File: src/cra_pkg.sv
// package: register offsets, reset values, field positions and carrier types
package cra_pkg;
    // ***************************************************************
    // special register offsets
    // ***************************************************************
    localparam logic [7:0] SFR_STACK_POINTER = 8'h81;
    localparam logic [7:0] SFR_DATA_POINTER_LOW = 8'h82;
    localparam logic [7:0] SFR_DATA_POINTER_HIGH = 8'h83;
    localparam logic [7:0] SFR_PROGRAM_STATUS_WORD = 8'hD0;
    localparam logic [7:0] SFR_ARITH_MAIN_OPERAND = 8'hE0;
    localparam logic [7:0] SFR_SECOND_OPERAND_REG = 8'hF0;
    // ***************************************************************
    // reset values
    // ***************************************************************
    localparam logic [7:0] RST_STACK_POINTER = 8'h07;
    localparam logic [7:0] RST_ZERO_BYTE = 8'h00;
    // ***************************************************************
    // status word bit positions
    // ***************************************************************
    localparam int PSW_CARRY = 7;
    localparam int PSW_AUX_CARRY = 6;
    localparam int PSW_USER_ZERO = 5;
    localparam int PSW_BANK_HI = 4;
    localparam int PSW_BANK_LO = 3;
    localparam int PSW_RANGE_ERR = 2;
    localparam int PSW_USER_ONE = 1;
    localparam int PSW_PARITY = 0;
    // ***************************************************************
    // memory layout
    // ***************************************************************
    localparam logic [7:0] UPPER_AREA_BASE = 8'h80;
    localparam int RAM_DEPTH = 256;
    localparam int BANK_REGS = 8;
    localparam logic [1:0] INDEX_WORK_ZERO = 2'h0;
    localparam logic [1:0] INDEX_WORK_ONE = 2'h1;
    localparam logic [1:0] INDEX_STACK = 2'h2;
    // ***************************************************************
    // operand addressing modes
    // ***************************************************************
    typedef enum logic [2:0] {
        CRA_MODE_DIRECT,
        CRA_MODE_INDIRECT8,
        CRA_MODE_INDIRECT16,
        CRA_MODE_REGISTER,
        CRA_MODE_SPECIFIC,
        CRA_MODE_IMMEDIATE,
        CRA_MODE_INDEXED
    } cra_mode_type;
    // implied operand for register-specific mode
    typedef enum logic [1:0] {
        CRA_IMPLY_ACC,
        CRA_IMPLY_SECOND,
        CRA_IMPLY_POINTER_LOW,
        CRA_IMPLY_POINTER_HIGH
    } cra_imply_type;
    // operand request from the decoder
    typedef struct packed {
        logic valid;
        cra_mode_type mode;
        logic [7:0] addr_field;
        logic [2:0] reg_field;
        logic [1:0] indir_src;
        logic use_pc_base;
        logic [15:0] pc;
        logic [7:0] imm_byte;
        cra_imply_type imply;
    } cra_req_type;
    // resolved operand
    typedef struct packed {
        logic valid;
        logic is_sfr;
        logic is_code;
        logic is_value;
        logic [15:0] addr;
        logic [7:0] value;
    } cra_res_type;
    // write from the execution unit, to a special register or to RAM
    typedef struct packed {
        logic valid;
        logic is_sfr;
        logic [7:0] addr;
        logic [7:0] data;
    } cra_wr_type;
    // flag, accumulator and second operand updates from the arithmetic unit
    typedef struct packed {
        logic carry_we;
        logic carry;
        logic aux_we;
        logic aux;
        logic range_we;
        logic range;
        logic acc_we;
        logic [7:0] acc;
        logic second_we;
        logic [7:0] second;
    } cra_alu_type;
endpackage

File: src/cra_regs.sv
// file: program-visible register set and operand address resolution
`timescale 1ns/10ps
// ***************************************************************
// Overview of operation
// ***************************************************************
module cra_regs (
    input wire logic clk_sys,
    input wire logic rst,
    input cra_pkg::cra_req_type req,
    output cra_pkg::cra_res_type res,
    input cra_pkg::cra_wr_type wr,
    input wire logic push,
    input wire logic [7:0] push_data,
    input wire logic pop,
    input cra_pkg::cra_alu_type alu,
    input wire logic bit_carry_we,
    input wire logic bit_carry,
    input wire logic [7:0] sfr_rd_addr,
    output logic [7:0] sfr_rd_data,
    input wire logic [7:0] ram_rd_addr,
    output logic [7:0] ram_rd_data,
    input wire logic jump_req,
    output logic [15:0] jump_target,
    output logic [7:0] status_word,
    output logic [7:0] stack_top,
    output logic [15:0] pointer_value
);
    logic [7:0] stack_pointer;
    logic [7:0] data_pointer_low;
    logic [7:0] data_pointer_high;
    logic [7:0] arith_main_operand;
    logic [7:0] second_operand_reg;
    logic carry_flag;
    logic aux_carry_flag;
    logic user_flag_zero;
    logic bank_select_hi;
    logic bank_select_lo;
    logic signed_range_error_flag;
    logic user_flag_one;
    logic parity_flag;
    logic [7:0] ram [cra_pkg::RAM_DEPTH];
    logic [1:0] bank;
    logic [7:0] work_reg_zero;
    logic [7:0] work_reg_one;
    logic [15:0] sixteen_bit_pointer;
    logic [7:0] next_stack_pointer;
    logic sfr_wr;
    logic ram_wr;
    logic [7:0] ram_wr_addr;
    logic [7:0] ram_wr_data;
    logic psw_wr;
    logic [15:0] index_base;
    // pointer registers sit in slots zero and one of the selected bank
    localparam logic [2:0] SLOT_WORK_ZERO = 3'h0;
    localparam logic [2:0] SLOT_WORK_ONE = 3'h1;

    // ***************************************************************
    // bank and pointer views
    // ***************************************************************
    assign bank = {bank_select_hi, bank_select_lo};
    // bank base is bank times eight inside the lowest 32 bytes
    assign work_reg_zero = ram[{3'h0, bank, SLOT_WORK_ZERO}];
    assign work_reg_one = ram[{3'h0, bank, SLOT_WORK_ONE}];
    assign sixteen_bit_pointer = {data_pointer_high,
        data_pointer_low};
    assign parity_flag = ^arith_main_operand;
    assign sfr_wr = wr.valid & wr.is_sfr;
    assign psw_wr = sfr_wr && wr.addr == cra_pkg::SFR_PROGRAM_STATUS_WORD;
    assign next_stack_pointer = 8'(stack_pointer + 8'h01);
    assign index_base = req.use_pc_base ? req.pc : sixteen_bit_pointer;

    // ***************************************************************
    // stack pointer
    // ***************************************************************
    // push increments first, then writes at the new location
    always_ff @(posedge clk_sys) begin
        if (rst) begin
            stack_pointer <= cra_pkg::RST_STACK_POINTER;
        end else if (push) begin
            stack_pointer <= next_stack_pointer;
        end else if (pop) begin
            stack_pointer <= 8'(stack_pointer - 8'h01);
        end else if (sfr_wr && wr.addr == cra_pkg::SFR_STACK_POINTER) begin
            stack_pointer <= wr.data;
        end
    end

    // ***************************************************************
    // data pointer
    // ***************************************************************
    always_ff @(posedge clk_sys) begin
        if (rst) begin
            data_pointer_low <= cra_pkg::RST_ZERO_BYTE;
            data_pointer_high <= cra_pkg::RST_ZERO_BYTE;
        end else if (sfr_wr) begin
            if (wr.addr == cra_pkg::SFR_DATA_POINTER_LOW) begin
                data_pointer_low <= wr.data;
            end
            if (wr.addr == cra_pkg::SFR_DATA_POINTER_HIGH) begin
                data_pointer_high <= wr.data;
            end
        end
    end

    // ***************************************************************
    // accumulator and second operand
    // ***************************************************************
    always_ff @(posedge clk_sys) begin
        if (rst) begin
            arith_main_operand <= cra_pkg::RST_ZERO_BYTE;
        end else if (alu.acc_we) begin
            arith_main_operand <= alu.acc;
        end else if (sfr_wr
                && wr.addr == cra_pkg::SFR_ARITH_MAIN_OPERAND) begin
            arith_main_operand <= wr.data;
        end
    end

    always_ff @(posedge clk_sys) begin
        if (rst) begin
            second_operand_reg <= cra_pkg::RST_ZERO_BYTE;
        end else if (alu.second_we) begin
            second_operand_reg <= alu.second;
        end else if (sfr_wr
                && wr.addr == cra_pkg::SFR_SECOND_OPERAND_REG) begin
            second_operand_reg <= wr.data;
        end
    end

    // ***************************************************************
    // status word
    // ***************************************************************
    // hardware flag updates win over a software write in the same cycle
    always_ff @(posedge clk_sys) begin
        if (rst) begin
            carry_flag <= 1'b0;
        end else if (bit_carry_we) begin
            carry_flag <= bit_carry;
        end else if (alu.carry_we) begin
            carry_flag <= alu.carry;
        end else if (psw_wr) begin
            carry_flag <= wr.data[cra_pkg::PSW_CARRY];
        end
    end

    always_ff @(posedge clk_sys) begin
        if (rst) begin
            aux_carry_flag <= 1'b0;
        end else if (alu.aux_we) begin
            aux_carry_flag <= alu.aux;
        end else if (psw_wr) begin
            aux_carry_flag <= wr.data[cra_pkg::PSW_AUX_CARRY];
        end
    end

    always_ff @(posedge clk_sys) begin
        if (rst) begin
            signed_range_error_flag <= 1'b0;
        end else if (alu.range_we) begin
            signed_range_error_flag <= alu.range;
        end else if (psw_wr) begin
            signed_range_error_flag <= wr.data[cra_pkg::PSW_RANGE_ERR];
        end
    end

    // user flags and bank select change only by software
    always_ff @(posedge clk_sys) begin
        if (rst) begin
            user_flag_zero <= 1'b0;
            bank_select_hi <= 1'b0;
            bank_select_lo <= 1'b0;
            user_flag_one <= 1'b0;
        end else if (psw_wr) begin
            user_flag_zero <= wr.data[cra_pkg::PSW_USER_ZERO];
            bank_select_hi <= wr.data[cra_pkg::PSW_BANK_HI];
            bank_select_lo <= wr.data[cra_pkg::PSW_BANK_LO];
            user_flag_one <= wr.data[cra_pkg::PSW_USER_ONE];
        end
    end

    assign status_word = {carry_flag, aux_carry_flag, user_flag_zero,
        bank_select_hi, bank_select_lo, signed_range_error_flag,
        user_flag_one, parity_flag};

    // ***************************************************************
    // internal data RAM
    // ***************************************************************
    // non-special writes land in RAM unless a push in the same cycle takes the port; pushes at the incremented pointer
    assign ram_wr = push | (wr.valid & ~wr.is_sfr);
    assign ram_wr_addr = push ? next_stack_pointer : wr.addr;
    assign ram_wr_data = push ? push_data : wr.data;

    always_ff @(posedge clk_sys) begin
        if (ram_wr) begin
            ram[ram_wr_addr] <= ram_wr_data;
        end
    end

    always_ff @(posedge clk_sys) begin
        if (rst) begin
            ram_rd_data <= cra_pkg::RST_ZERO_BYTE;
        end else begin
            ram_rd_data <= ram[ram_rd_addr];
        end
    end

    // ***************************************************************
    // special register read port
    // ***************************************************************
    always_ff @(posedge clk_sys) begin
        if (rst) begin
            sfr_rd_data <= cra_pkg::RST_ZERO_BYTE;
        end else begin
            case (sfr_rd_addr)
                cra_pkg::SFR_STACK_POINTER: sfr_rd_data <= stack_pointer;
                cra_pkg::SFR_DATA_POINTER_LOW: sfr_rd_data <= data_pointer_low;
                cra_pkg::SFR_DATA_POINTER_HIGH: begin
                    sfr_rd_data <= data_pointer_high;
                end
                cra_pkg::SFR_PROGRAM_STATUS_WORD: sfr_rd_data <= status_word;
                cra_pkg::SFR_ARITH_MAIN_OPERAND: begin
                    sfr_rd_data <= arith_main_operand;
                end
                cra_pkg::SFR_SECOND_OPERAND_REG: begin
                    sfr_rd_data <= second_operand_reg;
                end
                default: sfr_rd_data <= cra_pkg::RST_ZERO_BYTE;
            endcase
        end
    end

    // ***************************************************************
    // operand resolution, one registered stage of the pipeline
    // ***************************************************************
    // each request is resolved in one clock, no machine cycle grouping
    always_ff @(posedge clk_sys) begin
        if (rst) begin
            res <= '0;
        end else if (!req.valid) begin
            res <= '0;
        end else begin
            res <= '0;
            res.valid <= req.valid;
            case (req.mode)
                cra_pkg::CRA_MODE_DIRECT: begin
                    res.addr <= {8'h00, req.addr_field};
                    res.is_sfr <= req.addr_field
                        >= cra_pkg::UPPER_AREA_BASE;
                end
                cra_pkg::CRA_MODE_INDIRECT8: begin
                    // always RAM, including the upper 128 bytes
                    case (req.indir_src)
                        cra_pkg::INDEX_WORK_ZERO: begin
                            res.addr <= {8'h00, work_reg_zero};
                        end
                        cra_pkg::INDEX_WORK_ONE: begin
                            res.addr <= {8'h00, work_reg_one};
                        end
                        cra_pkg::INDEX_STACK: begin
                            res.addr <= {8'h00, stack_pointer};
                        end
                        default: res.addr <= {8'h00, work_reg_zero};
                    endcase
                end
                cra_pkg::CRA_MODE_INDIRECT16: begin
                    res.addr <= sixteen_bit_pointer;
                    res.is_code <= 1'b1;
                end
                cra_pkg::CRA_MODE_REGISTER: begin
                    res.addr <= {11'h000, bank, req.reg_field};
                end
                cra_pkg::CRA_MODE_SPECIFIC: begin
                    res.is_value <= 1'b1;
                    case (req.imply)
                        cra_pkg::CRA_IMPLY_ACC: begin
                            res.value <= arith_main_operand;
                        end
                        cra_pkg::CRA_IMPLY_SECOND: begin
                            res.value <= second_operand_reg;
                        end
                        cra_pkg::CRA_IMPLY_POINTER_LOW: begin
                            res.value <= data_pointer_low;
                        end
                        cra_pkg::CRA_IMPLY_POINTER_HIGH: begin
                            res.value <= data_pointer_high;
                        end
                        default: res.value <= arith_main_operand;
                    endcase
                end
                cra_pkg::CRA_MODE_IMMEDIATE: begin
                    res.is_value <= 1'b1;
                    res.value <= req.imm_byte;
                    res.addr <= req.pc;
                    res.is_code <= 1'b1;
                end
                cra_pkg::CRA_MODE_INDEXED: begin
                    res.is_code <= 1'b1;
                    res.addr <= 16'(index_base
                        + {8'h00, arith_main_operand});
                end
                default: res.valid <= 1'b0;
            endcase
        end
    end

    // ***************************************************************
    // indexed jump target and state views
    // ***************************************************************
    always_ff @(posedge clk_sys) begin
        if (rst) begin
            jump_target <= 16'h0000;
        end else if (jump_req) begin
            jump_target <= 16'(sixteen_bit_pointer
                + {8'h00, arith_main_operand});
        end
    end

    assign stack_top = stack_pointer;
    assign pointer_value = sixteen_bit_pointer;
endmodule // cra_regs

File: config.mk
export PLATFORM = sky130hd
export DESIGN_NAME = cra_regs
export DESIGN_NICKNAME = d
export VERILOG_FILES = /design/src/cra_pkg.sv /design/src/cra_regs.sv
export SDC_FILE = /design/constraint.sdc
export NUM_CORES = 2
export LEC_CHECK = 0
export BUFFER_PORTS_ARGS = -buffer_cell sky130_fd_sc_hd__buf_2
export CELL_PAD_IN_SITES_DETAIL_PLACEMENT = 0
export CELL_PAD_IN_SITES_GLOBAL_PLACEMENT = 1
export CORE_MARGIN = 4
export CORE_UTILIZATION = 35
export CTS_BUF_LIST = sky130_fd_sc_hd__clkbuf_16
export CTS_CLUSTER_SIZE = 10
export DETAILED_ROUTE_END_ITERATION = 10
export MAX_ROUTING_LAYER = met4
export PLACE_DENSITY = 0.67
export SYNTH_ARGS = -nofsm -noshare
export SYNTH_HDL_FRONTEND = slang
export SYNTH_SLANG_ARGS = --single-unit
File: constraint.sdc
create_clock -name clk_sys -period 8.85 [get_ports clk_sys]
set_input_delay 0.885 -clock clk_sys [delete_from_list [all_inputs] [get_ports clk_sys]]
set_output_delay 0.885 -clock clk_sys [all_outputs]
set_load 0.005 [all_outputs]
## Yosys cells after proc, flatten, opt, wreduce, memory -nomap -nowiden

Memory sizes are Yosys's and may differ from the RTL's. A register that Yosys moved wholly into a read port is not among the register bits.
Cells that the tools add are included.

| storage, ports and cells | value |
|---|---|
| register bits after elaboration | 99 |
| bits in writable memories | 2,048 |
| input port bits | 117 |
| logic and storage cells | 106 |
| memories kept | 1 |

| operators by class | value |
|---|---|
| $add $sub $neg | 4 |
| $lt $le $gt $ge | 1 |
| eq/ne operators | 23 |
| muxes and demuxes | 31 |
| bitwise logic cells | 6 |
| reductions and logical operators | 20 |

Memories:

| name | depth | bits a word | rd ports | clocked after Yosys merged registers in | wr ports | RTL line | RTL |
|---|---|---|---|---|---|---|---|
| ram | 256 | 8 | 3 | 3 | 1 | cra_regs.sv:41 | `logic [7:0] ram [cra_pkg::RAM_DEPTH];` |

Operators by type and width:

| kind | count |
|---|---|
| 8-bit 2-to-1 mux | 13 |
| 8-bit == test (second input constant) | 12 |
| 16-bit one-hot mux with 6 select lines | 1 |
| 8-bit one-hot mux with 6 select lines | 1 |
| 16-bit by 8-bit adder with 16-bit output | 2 |
| 8-bit one-hot mux with 2 select lines | 2 |
| 8-bit one-hot mux with 4 select lines | 1 |
| 16-bit 2-to-1 mux | 1 |
| 1-bit 2-to-1 mux | 12 |
| 3-bit == test (second input constant) | 3 |
| 8-bit by 1-bit adder with 8-bit output (second input constant) | 1 |
| 8-bit >= comparator (second input constant) | 1 |
| 2-bit nonzero test | 4 |
| 8-bit XOR reduction | 1 |
| 8-bit by 1-bit subtractor with 8-bit output (second input constant) | 1 |
| 7-bit OR reduction | 1 |
| 2-bit == test (second input constant) | 3 |
| 3-bit by 2-bit == test with 1-bit output (second input constant) | 2 |
| 3-bit nonzero test | 2 |
| 3-bit OR reduction | 2 |
| 2-bit by 1-bit == test with 1-bit output (second input constant) | 2 |
| 1-bit logical AND | 4 |
| 2-bit AND reduction | 2 |
| 2-bit OR reduction | 2 |
| other kinds (6) | 9 |

## Depth between registers and ports, before layout

| depth | value |
|---|---|
| depth in word-level cells | 5 |
| depth in mapped cells | 11 |
| mapped depth without buffers | 9 |

## Least setup slack after synthesis

No wires, ideal clock.

| timing path | value |
|---|---|
| kind | input port to flip-flop |
| from | input port push |
| to | memory ram[0][0] (data pin) |
| library setup time | 0.556 ns |
| data arrival time | 3.658 ns |
| required time | 8.294 ns |
| path slack | 4.636 ns |
| stages on the path | 4 |
| buffers on the path | 3 |
| cells stage by stage | clkbuf_1 > clkbuf_1 > clkbuf_1 > mux2_2 |

| between the ends | value |
|---|---|
| longest elaborated chain between the ends | 1 |

RTL lines:

| element | RTL line | RTL |
|---|---|---|
| start, declared | cra_regs.sv:12 | `input wire logic push,` |
| 8-bit 2-to-1 mux | cra_regs.sv:191 | `assign ram_wr_data = push ? push_data : wr.data;` |
| named net ram_wr_data[0] | cra_regs.sv:50 | `logic [7:0] ram_wr_data;` |
| end, declared | cra_regs.sv:41 |  |

The timed path passes the listed nets, and every way through them passes these cells.

## Final worst setup path

| timing path | value |
|---|---|
| from | register stack_pointer[0] (netlist: stack_top[0]) |
| to | memory ram[87][4] (enable) |

| between the ends | value |
|---|---|
| longest elaborated chain between the ends | 2 |

RTL lines:

| element | RTL line | RTL |
|---|---|---|
| start, declared | cra_regs.sv:28 | `logic [7:0] stack_pointer;` |
| start signal, assigned | cra_regs.sv:78 | `stack_pointer <= cra_pkg::RST_STACK_POINTER;` |
| start signal, assigned | cra_regs.sv:80 | `stack_pointer <= next_stack_pointer;` |
| start signal, assigned | cra_regs.sv:82 | `stack_pointer <= 8'(stack_pointer - 8'h01);` |
| 8-bit by 1-bit adder with 8-bit output | cra_regs.sv:69 | `assign next_stack_pointer = 8'(stack_pointer + 8'h01);` |
| 8-bit 2-to-1 mux | cra_regs.sv:190 | `assign ram_wr_addr = push ? next_stack_pointer : wr.addr;` |

Every way passes these cells.

==> results.py <==
metrics = {
    "synth": {
        "synth_largest_area_cell": "edfxtp_1",
        "seq_area_frac_synth_pct": 74.4,
        "avgSynthCellArea_um2": 19.5,
        "netlist_instances": 4399,
        "yosysTopAreaCellShare_pct": 71.8,
        "netlist_top_cells_count": "2048 x edfxtp_1, 520 x mux4_2, 398 x nor2_1",
        "synth_top_family_by_area": "multiplexers",
        "synthFlopType": "edfxtp_1",
        "synth_edf_count": 2048,
        "synth_warnings": 0,
        "yosys.cell_types.count": 77,
        "async_flop_share_pct": 0,
        "synthMuxAreaShare_pct": 16.2,
        "synthSimpleGateAreaFrac_pct": 4.02,
        "synth_seq_cells": 2157,
        "synth_area_um2": 85600,
        "syn_nets": 4538,
        "yosysMostFrequentCell": "edfxtp_1",
        "synth_adder_area_share_pct": 0.339,
        "synth_compound_gate_area_share_pct": 3.30,
        "synthXorXnorAreaFrac_pct": 0.225,
        "synth.area.top_cells": "edfxtp_1 72%, mux4_2 14%, dfxtp_1 2.5%",
    },
    "routing": {
        "first_pass_iters": 6,
        "antenna_left": 0,
        "vias": 44800,
        "wirelength_mm": 236,
        "route.detailed.drc": 0,
        "drt_iter0_markers": 5760,
        "wl_per_cell_um": 29.7,
        "vias_per_cell": 5.64,
    },
    "setup_path": {
        "cp_common_cell": "nor2_1",
        "worst-endpoint-arrival_ns": 4.43,
        "critPathLaunchType": "register",
        "crit_family": "simple AND/OR/NAND/NOR gates",
        "crit_fanout": 16,
        "endpoint_kind": "register",
        "worst-setup-path-type": "register to register",
        "cp_slowest_cell": "nor2_1",
        "slowest_delay_ns": 0.96,
        "crit_required_ns": 9.29,
        "path_buf_inv": 1,
        "path_cells": "inv_1 -> ha_1 -> nand2_1 -> a21boi_0 -> nor2_1 -> nand2_2 -> nor2_1",
    },
    "global_routing": {
        "grt_max_degree": 134,
        "grt_pass1_vias": 44600,
        "gr-total-overflow": 0,
        "grt_use_met1_pct": 26.0,
        "use_met3_pct": 3.77,
        "track_usage_pct": 18.9,
        "antenna_found_initial": 15,
        "grt_busiest_layer": "met2",
        "grt_pass1_wl_mm": 336,
        "use_met2_pct": 29.2,
    },
    "sta": {
        "hold_ws_ns": 0.242,
        "finalHoldViolCount": 0,
        "setup_ws_ns": 4.86,
        "slew_headroom_pct": 21.1,
        "fin_crit_sh_pct": 45.1,
        "clock_skew_ns": 0.0913,
        "final-setup-viol-count": 0,
        "rsz0062_at_grt": "no",
        "tightest_slew_ns": 1.18,
        "fin_tns_setup_ns": 0,
        "maxSlewViolCount": 0,
        "max_freq_ghz": 0.251,
        "period_needed_ns": 3.99,
    },
    "power": {
        "power.share.switching_pct": 22.3,
        "pwr-share-comb_pct": 5.8,
        "p_total_mw": 21.3,
        "power.density_cell_area_nw_per_um2": 220,
        "p_seq_share_pct": 53.3,
        "power.switching_mw": 4.75,
        "internal_power_mw": 16.6,
        "ir_worst_vdd_v": 0.000202,
        "clkPwrFrac_pct": 41.0,
        "leakagePower_nw": 30.5,
    },
    "clock_network": {
        "ctsHoldBuffers": 0,
        "clock_sinks": 2157,
        "cts_tree": "built",
        "numCtsBuffers": 240,
        "path_clk_slew_ns": 0.06,
        "clock_latency_ns": 0.90,
        "htree_num_levels": 4,
        "cts_buffer_depth": 3,
        "post_cts_buffers": 0,
        "clockRootBuffer": "clkbuf_16",
        "post_cts_resized": 0,
    },
    "place": {
        "post-place-ws_ns": 4.22,
        "portBuffers": 208,
        "gp_congestion": 0.867,
        "hpwl_mm": 146,
    },
    "die": {
        "dieArea_um2": 253000,
        "core_area_um2": 243000,
        "die_w_um": 503,
        "pin_count": 209,
        "die_h_um": 503,
        "rows": 181,
        "initial_core_util_pct": 35.2,
    },
    "finish": {
        "seqCellArea_um2": 63700,
        "syn_to_final_growth_pct": 13.3,
        "multi_input_comb_area_um2": 20800,
        "largest_reg_flops": 2048,
        "finalNetCount": 4787,
        "reg_top3": "ram: 2048 flops, res: 28 flops, jump_target: 16 flops",
        "nFillCells": 21500,
        "layout-drive-gt1-share_pct": 24.6,
        "top_register": "ram",
    },
    "run_status": {
        "outcome": "finished clean",
    },
    "flow_run": {
        "maxCapViolations": 0,
    },
    "worst_hold_path": {
        "holdCritPathClass": "input port to register",
    },
}
[worst paths after layout]
check | startpoint | end | slack (ns) | cells after the start
worst max-delay path | stack_top[0]$_SDFFE_PP1P_ | ram[87][4]$_DFFE_PP_ | 4.86 | 7
worst min-delay path | alu[6] | second_operand_reg[6]$_SDFFE_PP0P_ | 0.24 | 3
worst max register to register | stack_top[0]$_SDFFE_PP1P_ | ram[87][4]$_DFFE_PP_ | 4.86 | 7
worst min register to register | jump_target[12]$_SDFFE_PP0P_ | jump_target[12]$_SDFFE_PP0P_ | 0.49 | 2
[per-stage QoR]
stage | instance area, um2 | instances | util [%]
6_report | 97000 | 7953 | 39.8
5_1_grt | 97000 | 7950 | 39.8
4_1_cts | 97000 | 7943 | 39.8
3_5_place_dp | 90200 | 7608 | 37.1
3_3_place_gp | 90200 | 7608 | 37.1
2_1_floorplan | 85600 | 4399 | -
[worst reg2reg max path: cells and delay by family (launching register included)]
kind | cells | cell delay (ns)
AND/OR/NAND/NOR | 4 | 2.12
adder cells (fa/ha/maj) | 1 | 0.37
AO/OA/AOI/OAI | 1 | 0.22
flip-flops | 1 | 0.66
buffers and inverters | 1 | 0.21
[per-layer routing]
layer,routed length (um),vias to the layer above
met5,0,-
met2,112000,2185
met4,5200,0
met1,97500,23700
met3,21200,348
li1,-,18600
[power groups by stage]
stage          sequential (mW)  combinational, mW  clock, mW
3_5_place_dp              11.6               1.24          0
4_1_cts                   11.4               1.24       8.90
2_1_floorplan             11.5              0.720          0
6_report                  11.4               1.23       8.73
5_1_grt                   11.3               1.30       9.35
3_3_place_gp              11.6               1.23          0
[layout make-up]
cell class | count | share of cell area, %
Antenna cell | 10 | 0.0258
Clock buffer | 240 | 6.19
Inverter | 22 | 0.0851
Sequential cell | 2157 | 65.7
Tap cell | 3202 | 4.13
Clock inverter | 95 | 0.753
Multi-Input combinational cell | 1946 | 21.4
Timing Repair Buffer | 281 | 1.76
[cell families (layout without fill, tap and decap cells)]
| kind of cell | count (synthesis) | count (layout) |
|---|---|---|
| AOI/OAI and AO/OA | 433 | 433 |
| xor gates and xnor gates | 22 | 22 |
| adders and majority gates | 22 | 22 |
| buffers and inverters | 296 | 638 |
| DFF | 2157 | 2157 |
| muxes | 727 | 727 |
| other | 0 | 10 |
| and+or+nand+nor | 742 | 742 |
[placed cells by master (no fill, tap or decap), drive strengths merged, types with 7 or more instances in the layout]
cell type	instances
a211oi	24
o31ai	11
nand3b	16
mux4	520
clkbuf	240
inv	89
nand4	20
o221ai	8
nor3b	8
buf	281
nor2b	8
a22oi	43
o211ai	10
dfxtp	109
diode	10
a21oi	46
nor3	29
mux2i	152
xor2	10
and2	17
nand2	109
mux2	55
edfxtp	2048
clkinv	25
nor4	43
o22ai	142
ha	20
a21o	10
o21ai	79
nor2	401
a221oi	13
xnor2	12
nand3	44
and3	10
or3	7
a31oi	18
(Power assumes the default switching activity.)
